## src/pkg/tmsr_defines.svh

```systemverilog
// register offsets, field positions, reset values and counts of the temperature status block
`ifndef TMSR_DEFINES_SVH
`define TMSR_DEFINES_SVH
// read and write addresses
`define TMSR_A_LOCAL_VAL 8'h00
`define TMSR_A_REM_VAL_HI 8'h01
`define TMSR_A_STATUS 8'h02
`define TMSR_A_REM_VAL_LO 8'h10
`define TMSR_A_LHL_RD 8'h05
`define TMSR_A_LLL_RD 8'h06
`define TMSR_A_RHL_RD 8'h07
`define TMSR_A_RLL_RD 8'h08
`define TMSR_A_LHL_WR 8'h0B
`define TMSR_A_LLL_WR 8'h0C
`define TMSR_A_RHL_WR 8'h0D
`define TMSR_A_RLL_WR 8'h0E
`define TMSR_A_OFS_HI 8'h11
`define TMSR_A_OFS_LO 8'h12
`define TMSR_A_RHL_LO 8'h13
`define TMSR_A_RLL_LO 8'h14
`define TMSR_A_RSHUT 8'h19
`define TMSR_A_LSHUT 8'h20
`define TMSR_A_HYST 8'h21
`define TMSR_A_FQ_CTRL 8'h22
// limit bank slots
`define TMSR_SLOTS 11
`define TMSR_S_LHL 4'h0
`define TMSR_S_LLL 4'h1
`define TMSR_S_RHL 4'h2
`define TMSR_S_RLL 4'h3
`define TMSR_S_OFS_HI 4'h4
`define TMSR_S_OFS_LO 4'h5
`define TMSR_S_RHL_LO 4'h6
`define TMSR_S_RLL_LO 4'h7
`define TMSR_S_RSHUT 4'h8
`define TMSR_S_LSHUT 4'h9
`define TMSR_S_HYST 4'hA
// reset values
`define TMSR_RST_HI_LIM 8'h55
`define TMSR_RST_HYST 8'h0A
`define TMSR_RST_ZERO 8'h00
`define TMSR_RST_FQ_CTRL 8'h00
// status bit positions
`define TMSR_B_BUSY 7
`define TMSR_B_RSHUT 1
`define TMSR_B_LSHUT 0
`define TMSR_B_FLAG_LO 2
`define TMSR_NFLAGS 5
// fault queue control fields
`define TMSR_B_SCL_TO 7
`define TMSR_B_SDA_TO 6
`define TMSR_FQ_WMASK 8'hCF
`define TMSR_FQ_4 3'b111
`define TMSR_FQ_3 3'b011
`define TMSR_FQ_2 3'b001
`define TMSR_DEPTH_1 3'h1
`define TMSR_DEPTH_2 3'h2
`define TMSR_DEPTH_3 3'h3
`define TMSR_DEPTH_4 3'h4
`endif

```

## src/pkg/tmsr_pkg.sv

```systemverilog
// types shared by the temperature status and limit register block
`include "tmsr_defines.svh"
package tmsr_pkg;
  // one finished measurement from the converter
  typedef struct packed {
    logic [7:0] local_val;
    logic [7:0] remote_hi;
    logic [7:0] remote_lo;
    logic remote_open;
  } tmsr_meas_t;
  // one register access from the bus engine
  typedef struct packed {
    logic rd;
    logic wr;
    logic [7:0] addr;
    logic [7:0] wdata;
  } tmsr_req_t;
  typedef logic [`TMSR_SLOTS-1:0][7:0] tmsr_bank_t;
  typedef logic [3:0] tmsr_slot_t;
endpackage

```

## src/rtl/tmsr_limit_bank.sv

```systemverilog
// limit, offset and hysteresis byte store with registered read port
`timescale 1ns/1ns
module tmsr_limit_bank (
  // clock and reset
  input wire logic mclk,
  input wire logic sys_rst,
  // write port
  input wire logic wr_en,
  input wire tmsr_pkg::tmsr_slot_t wr_slot,
  input wire logic [7:0] wr_data,
  // read port
  input wire logic rd_en,
  input wire tmsr_pkg::tmsr_slot_t rd_slot,
  output logic [7:0] rd_data_q,
  // all bytes in parallel for the comparators
  output tmsr_pkg::tmsr_bank_t bank_q
);
  import tmsr_pkg::*;

  // power-on value of each slot
  function automatic logic [7:0] slot_rst(input int s);
    logic [7:0] v;
    v = `TMSR_RST_ZERO;
    if (s == int'(`TMSR_S_LHL) || s == int'(`TMSR_S_RHL)) begin
      v = `TMSR_RST_HI_LIM;
    end else if (s == int'(`TMSR_S_RSHUT) || s == int'(`TMSR_S_LSHUT)) begin
      v = `TMSR_RST_HI_LIM;
    end else if (s == int'(`TMSR_S_HYST)) begin
      v = `TMSR_RST_HYST;
    end
    return v;
  endfunction

  // one byte per slot
  for (genvar g = 0; g < `TMSR_SLOTS; g++) begin : g_slot
    always_ff @(posedge mclk) begin
      if (sys_rst) begin
        bank_q[g] <= slot_rst(g);
      end else if (wr_en && wr_slot == tmsr_slot_t'(g)) begin
        bank_q[g] <= wr_data;
      end
    end
  end

  // registered read
  always_ff @(posedge mclk) begin
    if (sys_rst) begin
      rd_data_q <= `TMSR_RST_ZERO;
    end else if (rd_en) begin
      rd_data_q <= bank_q[rd_slot];
    end
  end
endmodule

```

## src/rtl/tmsr_fault_cnt.sv

```systemverilog
// consecutive out-of-limit counter for one alert source
`timescale 1ns/1ns
module tmsr_fault_cnt (
  // clock and reset
  input wire logic mclk,
  input wire logic sys_rst,
  // measurement result
  input wire logic meas_stb,
  input wire logic out_of_limit,
  input wire logic [2:0] depth,
  // qualified fault, one-cycle pulse
  output logic trip
);
  import tmsr_pkg::*;

  logic [2:0] cnt_q;

  // count runs, restart on any in-limit result
  always_ff @(posedge mclk) begin
    if (sys_rst) begin
      cnt_q <= 3'h0;
    end else if (meas_stb) begin
      if (!out_of_limit) begin
        cnt_q <= 3'h0;
      end else if (cnt_q < depth) begin
        cnt_q <= cnt_q + 3'h1;
      end
    end
  end

  // fires on every out-of-limit result once the run is long enough
  assign trip = meas_stb && out_of_limit && (cnt_q + 3'h1 >= depth);
endmodule

```

## src/rtl/tmsr_regs.sv

```systemverilog
// status, fault queue, value and limit registers of a dual-channel temperature monitor
`timescale 1ns/1ns
module tmsr_regs (
  // clock and reset
  input wire logic mclk,
  input wire logic sys_rst,
  // register access from the bus engine
  input wire tmsr_pkg::tmsr_req_t req,
  output logic [7:0] reg_rdata,
  // converter side
  input wire logic conv_busy,
  input wire logic meas_stb,
  input wire tmsr_pkg::tmsr_meas_t meas,
  output logic [15:0] remote_offset,
  // configuration bits held elsewhere
  input wire logic alert_mask,
  input wire logic pin_is_alert,
  // outputs
  output logic alert_n,
  output logic thermal_shutdown_output_n,
  output logic scl_timeout_en,
  output logic sda_timeout_en
);
  import tmsr_pkg::*;

  tmsr_bank_t bank_q;
  logic [7:0] local_val_q;
  logic [7:0] remote_hi_q;
  logic [7:0] remote_lo_q;
  logic [7:0] fq_ctrl_q;
  logic [`TMSR_NFLAGS-1:0] flags_q;
  logic local_shutdown_flag_q;
  logic remote_shutdown_flag_q;
  logic [7:0] own_rdata_q;
  logic from_bank_q;
  logic [`TMSR_NFLAGS-1:0] oor;
  logic [`TMSR_NFLAGS-1:0] trip;
  logic [2:0] depth;
  logic rd_hit;
  logic wr_hit;
  tmsr_slot_t rd_slot;
  tmsr_slot_t wr_slot;
  logic status_rd;
  logic [15:0] remote_word;
  logic [15:0] remote_high_word;
  logic [15:0] remote_low_word;
  logic [7:0] local_release;
  logic [7:0] remote_release;
  logic [7:0] status_view;
  logic [7:0] bank_rdata;
  logic prev_ok_q;

  // read address to bank slot
  always_comb begin
    rd_hit = 1'b1;
    rd_slot = `TMSR_S_LHL;
    if (req.addr == `TMSR_A_LHL_RD) begin
      rd_slot = `TMSR_S_LHL;
    end else if (req.addr == `TMSR_A_LLL_RD) begin
      rd_slot = `TMSR_S_LLL;
    end else if (req.addr == `TMSR_A_RHL_RD) begin
      rd_slot = `TMSR_S_RHL;
    end else if (req.addr == `TMSR_A_RLL_RD) begin
      rd_slot = `TMSR_S_RLL;
    end else if (req.addr == `TMSR_A_OFS_HI) begin
      rd_slot = `TMSR_S_OFS_HI;
    end else if (req.addr == `TMSR_A_OFS_LO) begin
      rd_slot = `TMSR_S_OFS_LO;
    end else if (req.addr == `TMSR_A_RHL_LO) begin
      rd_slot = `TMSR_S_RHL_LO;
    end else if (req.addr == `TMSR_A_RLL_LO) begin
      rd_slot = `TMSR_S_RLL_LO;
    end else if (req.addr == `TMSR_A_RSHUT) begin
      rd_slot = `TMSR_S_RSHUT;
    end else if (req.addr == `TMSR_A_LSHUT) begin
      rd_slot = `TMSR_S_LSHUT;
    end else if (req.addr == `TMSR_A_HYST) begin
      rd_slot = `TMSR_S_HYST;
    end else begin
      rd_hit = 1'b0;
    end
  end

  // write address to bank slot; read-only addresses miss
  always_comb begin
    wr_hit = 1'b1;
    wr_slot = `TMSR_S_LHL;
    if (req.addr == `TMSR_A_LHL_WR) begin
      wr_slot = `TMSR_S_LHL;
    end else if (req.addr == `TMSR_A_LLL_WR) begin
      wr_slot = `TMSR_S_LLL;
    end else if (req.addr == `TMSR_A_RHL_WR) begin
      wr_slot = `TMSR_S_RHL;
    end else if (req.addr == `TMSR_A_RLL_WR) begin
      wr_slot = `TMSR_S_RLL;
    end else if (req.addr == `TMSR_A_OFS_HI) begin
      wr_slot = `TMSR_S_OFS_HI;
    end else if (req.addr == `TMSR_A_OFS_LO) begin
      wr_slot = `TMSR_S_OFS_LO;
    end else if (req.addr == `TMSR_A_RHL_LO) begin
      wr_slot = `TMSR_S_RHL_LO;
    end else if (req.addr == `TMSR_A_RLL_LO) begin
      wr_slot = `TMSR_S_RLL_LO;
    end else if (req.addr == `TMSR_A_RSHUT) begin
      wr_slot = `TMSR_S_RSHUT;
    end else if (req.addr == `TMSR_A_LSHUT) begin
      wr_slot = `TMSR_S_LSHUT;
    end else if (req.addr == `TMSR_A_HYST) begin
      wr_slot = `TMSR_S_HYST;
    end else begin
      wr_hit = 1'b0;
    end
  end

  // limit store
  tmsr_limit_bank u_bank (
    .mclk(mclk),
    .sys_rst(sys_rst),
    .wr_en(req.wr && wr_hit),
    .wr_slot(wr_slot),
    .wr_data(req.wdata),
    .rd_en(req.rd && rd_hit),
    .rd_slot(rd_slot),
    .rd_data_q(bank_rdata),
    .bank_q(bank_q)
  );

  // local over result of the previous strobe, for the queue check
  always_ff @(posedge mclk) begin
    if (sys_rst) begin
      prev_ok_q <= 1'b1;
    end else if (meas_stb) begin
      prev_ok_q <= !oor[4];
    end
  end

  // measured values, read only
  always_ff @(posedge mclk) begin
    if (sys_rst) begin
      local_val_q <= `TMSR_RST_ZERO;
      remote_hi_q <= `TMSR_RST_ZERO;
      remote_lo_q <= `TMSR_RST_ZERO;
    end else if (meas_stb) begin
      local_val_q <= meas.local_val;
      remote_hi_q <= meas.remote_hi;
      remote_lo_q <= meas.remote_lo;
    end
  end

  // fault queue and timeout control, reserved bits stay zero
  always_ff @(posedge mclk) begin
    if (sys_rst) begin
      fq_ctrl_q <= `TMSR_RST_FQ_CTRL;
    end else if (req.wr && req.addr == `TMSR_A_FQ_CTRL) begin
      fq_ctrl_q <= req.wdata & `TMSR_FQ_WMASK;
    end
  end
  assign scl_timeout_en = fq_ctrl_q[`TMSR_B_SCL_TO];
  assign sda_timeout_en = fq_ctrl_q[`TMSR_B_SDA_TO];

  // queue depth from bits 3:1, bit 0 ignored
  always_comb begin
    if (fq_ctrl_q[3:1] == `TMSR_FQ_4) begin
      depth = `TMSR_DEPTH_4;
    end else if (fq_ctrl_q[3:1] == `TMSR_FQ_3) begin
      depth = `TMSR_DEPTH_3;
    end else if (fq_ctrl_q[3:1] == `TMSR_FQ_2) begin
      depth = `TMSR_DEPTH_2;
    end else begin
      depth = `TMSR_DEPTH_1;
    end
  end

  // limit comparisons on the fresh measurement
  assign remote_word = {meas.remote_hi, meas.remote_lo};
  assign remote_high_word = {bank_q[`TMSR_S_RHL], bank_q[`TMSR_S_RHL_LO]};
  assign remote_low_word = {bank_q[`TMSR_S_RLL], bank_q[`TMSR_S_RLL_LO]};
  assign oor[4] = meas.local_val > bank_q[`TMSR_S_LHL];
  assign oor[3] = meas.local_val < bank_q[`TMSR_S_LLL];
  assign oor[2] = !meas.remote_open && remote_word > remote_high_word;
  assign oor[1] = !meas.remote_open && remote_word < remote_low_word;
  assign oor[0] = meas.remote_open;
  assign remote_offset = {bank_q[`TMSR_S_OFS_HI], bank_q[`TMSR_S_OFS_LO]};

  // one consecutive counter per alerting source
  for (genvar i = 0; i < `TMSR_NFLAGS; i++) begin : g_src
    tmsr_fault_cnt u_cnt (
      .mclk(mclk),
      .sys_rst(sys_rst),
      .meas_stb(meas_stb),
      .out_of_limit(oor[i]),
      .depth(depth),
      .trip(trip[i])
    );
  end

  // sticky flags; a trip in the clearing cycle wins
  // a read returns the flags held before its edge, so such a trip shows on the next read
  assign status_rd = req.rd && req.addr == `TMSR_A_STATUS;
  always_ff @(posedge mclk) begin
    if (sys_rst) begin
      flags_q <= '0;
    end else if (status_rd) begin
      flags_q <= trip;
    end else begin
      flags_q <= flags_q | trip;
    end
  end

  // shutdown comparators with hysteresis, live status
  // release point wraps if hysteresis exceeds the limit, so keep hysteresis below it
  assign local_release = bank_q[`TMSR_S_LSHUT] - bank_q[`TMSR_S_HYST];
  assign remote_release = bank_q[`TMSR_S_RSHUT] - bank_q[`TMSR_S_HYST];
  always_ff @(posedge mclk) begin
    if (sys_rst) begin
      local_shutdown_flag_q <= 1'b0;
    end else if (meas_stb && meas.local_val > bank_q[`TMSR_S_LSHUT]) begin
      local_shutdown_flag_q <= 1'b1;
    end else if (meas_stb && meas.local_val <= local_release) begin
      local_shutdown_flag_q <= 1'b0;
    end
  end
  always_ff @(posedge mclk) begin
    if (sys_rst) begin
      remote_shutdown_flag_q <= 1'b0;
    end else if (meas_stb && meas.remote_hi > bank_q[`TMSR_S_RSHUT]) begin
      remote_shutdown_flag_q <= 1'b1;
    end else if (meas_stb && meas.remote_hi <= remote_release) begin
      remote_shutdown_flag_q <= 1'b0;
    end
  end
  assign thermal_shutdown_output_n = !(local_shutdown_flag_q || remote_shutdown_flag_q);

  // alert from sticky flags only, masked by configuration
  assign alert_n = !(|flags_q && !(alert_mask && pin_is_alert));

  // status as seen by a read
  assign status_view = {conv_busy, flags_q, remote_shutdown_flag_q, local_shutdown_flag_q};

  // registered read data for addresses outside the bank
  always_ff @(posedge mclk) begin
    if (sys_rst) begin
      own_rdata_q <= `TMSR_RST_ZERO;
      from_bank_q <= 1'b0;
    end else if (req.rd) begin
      from_bank_q <= rd_hit;
      if (req.addr == `TMSR_A_STATUS) begin
        own_rdata_q <= status_view;
      end else if (req.addr == `TMSR_A_LOCAL_VAL) begin
        own_rdata_q <= local_val_q;
      end else if (req.addr == `TMSR_A_REM_VAL_HI) begin
        own_rdata_q <= remote_hi_q;
      end else if (req.addr == `TMSR_A_REM_VAL_LO) begin
        own_rdata_q <= remote_lo_q;
      end else if (req.addr == `TMSR_A_FQ_CTRL) begin
        own_rdata_q <= fq_ctrl_q;
      end else begin
        own_rdata_q <= `TMSR_RST_ZERO;
      end
    end
  end
  // limit bytes come from the bank's own registered read port
  assign reg_rdata = from_bank_q ? bank_rdata : own_rdata_q;
endmodule

```

## config.mk

```make
export PLATFORM = sky130hd
export DESIGN_NAME = tmsr_regs
export DESIGN_NICKNAME = d
export VERILOG_FILES = /design/src/pkg/tmsr_pkg.sv /design/src/rtl/tmsr_limit_bank.sv /design/src/rtl/tmsr_fault_cnt.sv /design/src/rtl/tmsr_regs.sv
export VERILOG_INCLUDE_DIRS = /design/src /design/src/pkg
export SDC_FILE = /design/constraint.sdc
export NUM_CORES = 1
export LEC_CHECK = 0
export BUFFER_PORTS_ARGS = -buffer_cell sky130_fd_sc_hd__buf_4
export CAP_MARGIN = 20
export CORE_ASPECT_RATIO = 1.1
export CORE_MARGIN = 2
export CORE_UTILIZATION = 35
export CTS_CLUSTER_DIAMETER = 150
export DETAILED_ROUTE_END_ITERATION = 10
export PLACE_DENSITY = 0.59
export SKIP_LAST_GASP = 1
export SLEW_MARGIN = 20
export SYNTH_ARGS = -nofsm -noshare
export SYNTH_HDL_FRONTEND = slang
export SYNTH_HIERARCHICAL = 1
export SYNTH_SLANG_ARGS = --single-unit
```

## constraint.sdc

```tcl
create_clock -name mclk -period 7.2 [get_ports mclk]
set_clock_uncertainty 0.05 [all_clocks]
set_input_delay 0.72 -clock mclk [delete_from_list [all_inputs] [get_ports mclk]]
set_output_delay 0.72 -clock mclk [all_outputs]
set_load 0.01 [all_outputs]
```

==> summary.txt <==
final cell count without fillers = 1687
Worst Reg2Reg Path Length in Cells = 9
Routed Antenna Nets = 0
Clock power frac = 44.7%
unrepaired setup endpoints after global routing = false
largest family of logic cells by synthesized area = compound AO/OA/AOI/OAI gates
TritonCTS clock tree = built
first-pass detailed-route iteration total = 5
Seq/Total Area, Yosys = 29.7%
post-layout minimum cycle time = 3.37 ns
placed insts = 1655
Net Sw Frac = 28.9%
#FFs+latches synth = 157
Die H = 186 um
post-synthesis mux area share = 9.74%
final hold vios = 0
hold path depth = 2
Simple-Gate Fraction of Synth Area = 17.9%
CTS buffer count = 17
most frequent cells in the layout = dfxtp_1 (157), ha_1 (127), nand2_1 (109), nor2_1 (106), inv_1 (101)
area fraction in compound gates after synthesis = 19.1%
endpoints failing setup = 0
I/O Buffers = 76
Startpoint Class = flop
die area = 31600 um^2
clk slew on worst S/H paths = 0.07 ns
commonest non-fill, non-tap cell in the layout = dfxtp_1
setup bufs post-CTS = 0
Comb pwr share = 10.8%
crit path max fanout = 4
Hold Path Class = reg2reg
Total Wirelength = 33600 um
Hold-fix buffers, CTS = 0
Initial DRC Count = 845
H-Tree Depth = 4
Synth Area per Inst = 8.35 um^2
Core Rows = 66
PD cells = 169 nW/um^2
WS Path Type = reg2reg
Detailed Place HPWL = 25400 um
DIE WIDTH = 170 um
final worst slack = 3.83 ns
clock net sink count = 157
Worst-Margin Slew = 1.01 ns
hold_sp = own_rdata_q[1]
WL per Instance = 19.9 um
GRT Resource Usage Total = 21.3%
clock root buffer = clkbuf_16
switching pwr = 584 uW
Ys Warns = 6
Final #Nets = 1478
vias = 9321
final worst path period share = 46.9%
synthesized cell area = 10600 um^2
Synth Area in Adders = 15.4%
Pwr Total = 2.02 mW
Synth Net Count = 1444
nature of the critical path endpoint = flop
share of cells above drive strength 1 = 11.7%
Area Overhead vs Synth = 12.8%
cts repair resizes = 0
run status = finished, final reports clean
number of synthesized flops with an enable pin = 0
Initial Utilization = 35.6%
vias in the first global route = 8794
post-route setup TNS = 0 ns
sequential fraction of design power = 44.6%
Peak Freq = 296 MHz
ant diodes = 0
R2R Setup Slk = 3.83 ns
xor and xnor area share after synthesis = 1.41%
largest net degree at the start of global routing = 85
Congestion Overflow GR = 0
Max Slew Vio Count = 0
Core Box Area = 29600 um^2
max cap viols = 0
Crit path required time = 7.51 ns
Worst EP arrival = 3.68 ns
worst r2r src = u_bank/bank_q[60]
Static Leak = 4.84 nW
worst setup path start = u_bank/bank_q[60]
cell count after synthesis = 1266
worst skew pair latency = 0.44 ns
DRC Markers = 0
initial antenna violation count = 0
WHS Endpoint = own_rdata_q[1]
cell area after layout = 11900 um^2
ys flop type = dfxtp_1
routability congestion estimate = 0.870
synth unique cells = 69
IO Pins = 77
R2R Path End = g_src[1].u_cnt/cnt_q[2]
first-pass GRT wire length = 51300 um
Area after DPL = 11300 um^2
async set-reset flop share out of synthesis = 0%
pre-CTS setup slack = 3.39 ns
P_int = 1.43 mW
slew margin rel. = 32.6%
Max clock buf depth = 2
vias per cell = 5.53
VDD IR max = 0.182 mV
-- power groups by stage --
stage          logic (mW)  registers [mW]  clock network (mW)
2_1_floorplan       0.133           0.911                   0
3_3_place_gp        0.211           0.920                   0
3_5_place_dp        0.215           0.920                   0
4_1_cts             0.216           0.900               0.913
5_1_grt             0.241           0.901               0.956
6_report            0.217           0.900               0.901
-- worst max-delay path, cell delays in order, from the launching register on --
cell and delay, ns:
dfxtp_1 0.39, inv_1 0.08, ha_1 0.29, a21o_1 0.18, a221oi_1 0.34, o31ai_1 0.13
a2111oi_1 0.93, nand2_1 0.24, or4_1 0.52, a31oi_1 0.16
-- synth_stat cells, types with 13 or more instances --
library cell | instances | area [um^2]
nor2_1 | 106 | 398
nand2b_1 | 19 | 119
a211oi_1 | 14 | 105
clkbuf_1 | 25 | 93.8
o21ai_1 | 15 | 75.1
nand3_1 | 30 | 150
ha_1 | 127 | 1590
a22oi_1 | 25 | 188
buf_2 | 28 | 140
a21o_1 | 14 | 105
nand2_1 | 109 | 409
inv_1 | 101 | 379
nor2b_1 | 22 | 138
nand4_1 | 13 | 81.3
mux2i_1 | 86 | 861
a21oi_1 | 95 | 475
dfxtp_1 | 157 | 3140
o21ai_0 | 64 | 320
nand3b_1 | 14 | 105
-- registers in the layout, indices dropped and copies added, names as in the netlist, 5 cells and up --
register and cells:
flags_q 5, fq_ctrl_q 6, g_src.u_cnt/cnt_q 15, local_val_q 8, own_rdata_q 8, remote_hi_q 8, remote_lo_q 8, u_bank/bank_q 88
u_bank/rd_data_q 8
-- worst max path at each step --
stage,to,slack (ns),cells past startpoint
6_report,g_src[1].u_cnt/cnt_q[2],3.83,9
2_1_floorplan,g_src[1].u_cnt/cnt_q[2],4.18,8
5_1_grt,u_bank/bank_q[70],3.57,8
4_1_cts,u_bank/rd_data_q[6],3.83,8
3_3_place_gp,g_src[1].u_cnt/cnt_q[2],3.22,10
3_5_place_dp,u_bank/rd_data_q[6],3.39,8
-- final cells by class --
type | instances | area, um^2
clock inverters | 15 | 168
fillers | 3035 | 17700
clock buffers | 17 | 425
well taps | 374 | 468
flip-flops and latches | 157 | 3140
multi-input cells | 942 | 6730
inverters | 101 | 379
repair buffers | 81 | 608
-- per-layer routing --
| metal | vias to the layer above | track usage [%] | part of all wire, % |
|---|---|---|---|
| li1 | 4592 | - | - |
| met3 | 44 | 2.56 | 4.9 |
| met1 | 4397 | 28.2 | 46 |
| met2 | 288 | 36.5 | 47 |
| met5 | - | 0 | 0 |
| met4 | 0 | 6.53 | 2.4 |
-- cell families after synthesis --
kind of cell / after synthesis
mux: 101
xor+xnor: 17
compound gates: 319
buf+inv: 167
simple gates: 376
flops: 157
fa+ha+maj: 129
-- per-stage QoR --
stage / util [%] / hold WS [ns]
finish: 40.2 / 0.395
CTS: 40.2 / 0.397
floorplan: - / 0.374
detailed placement: 38.2 / 0.387
global route: 40.2 / 0.422
global placement: 38.2 / 0.381
(Power assumes the default switching activity.)
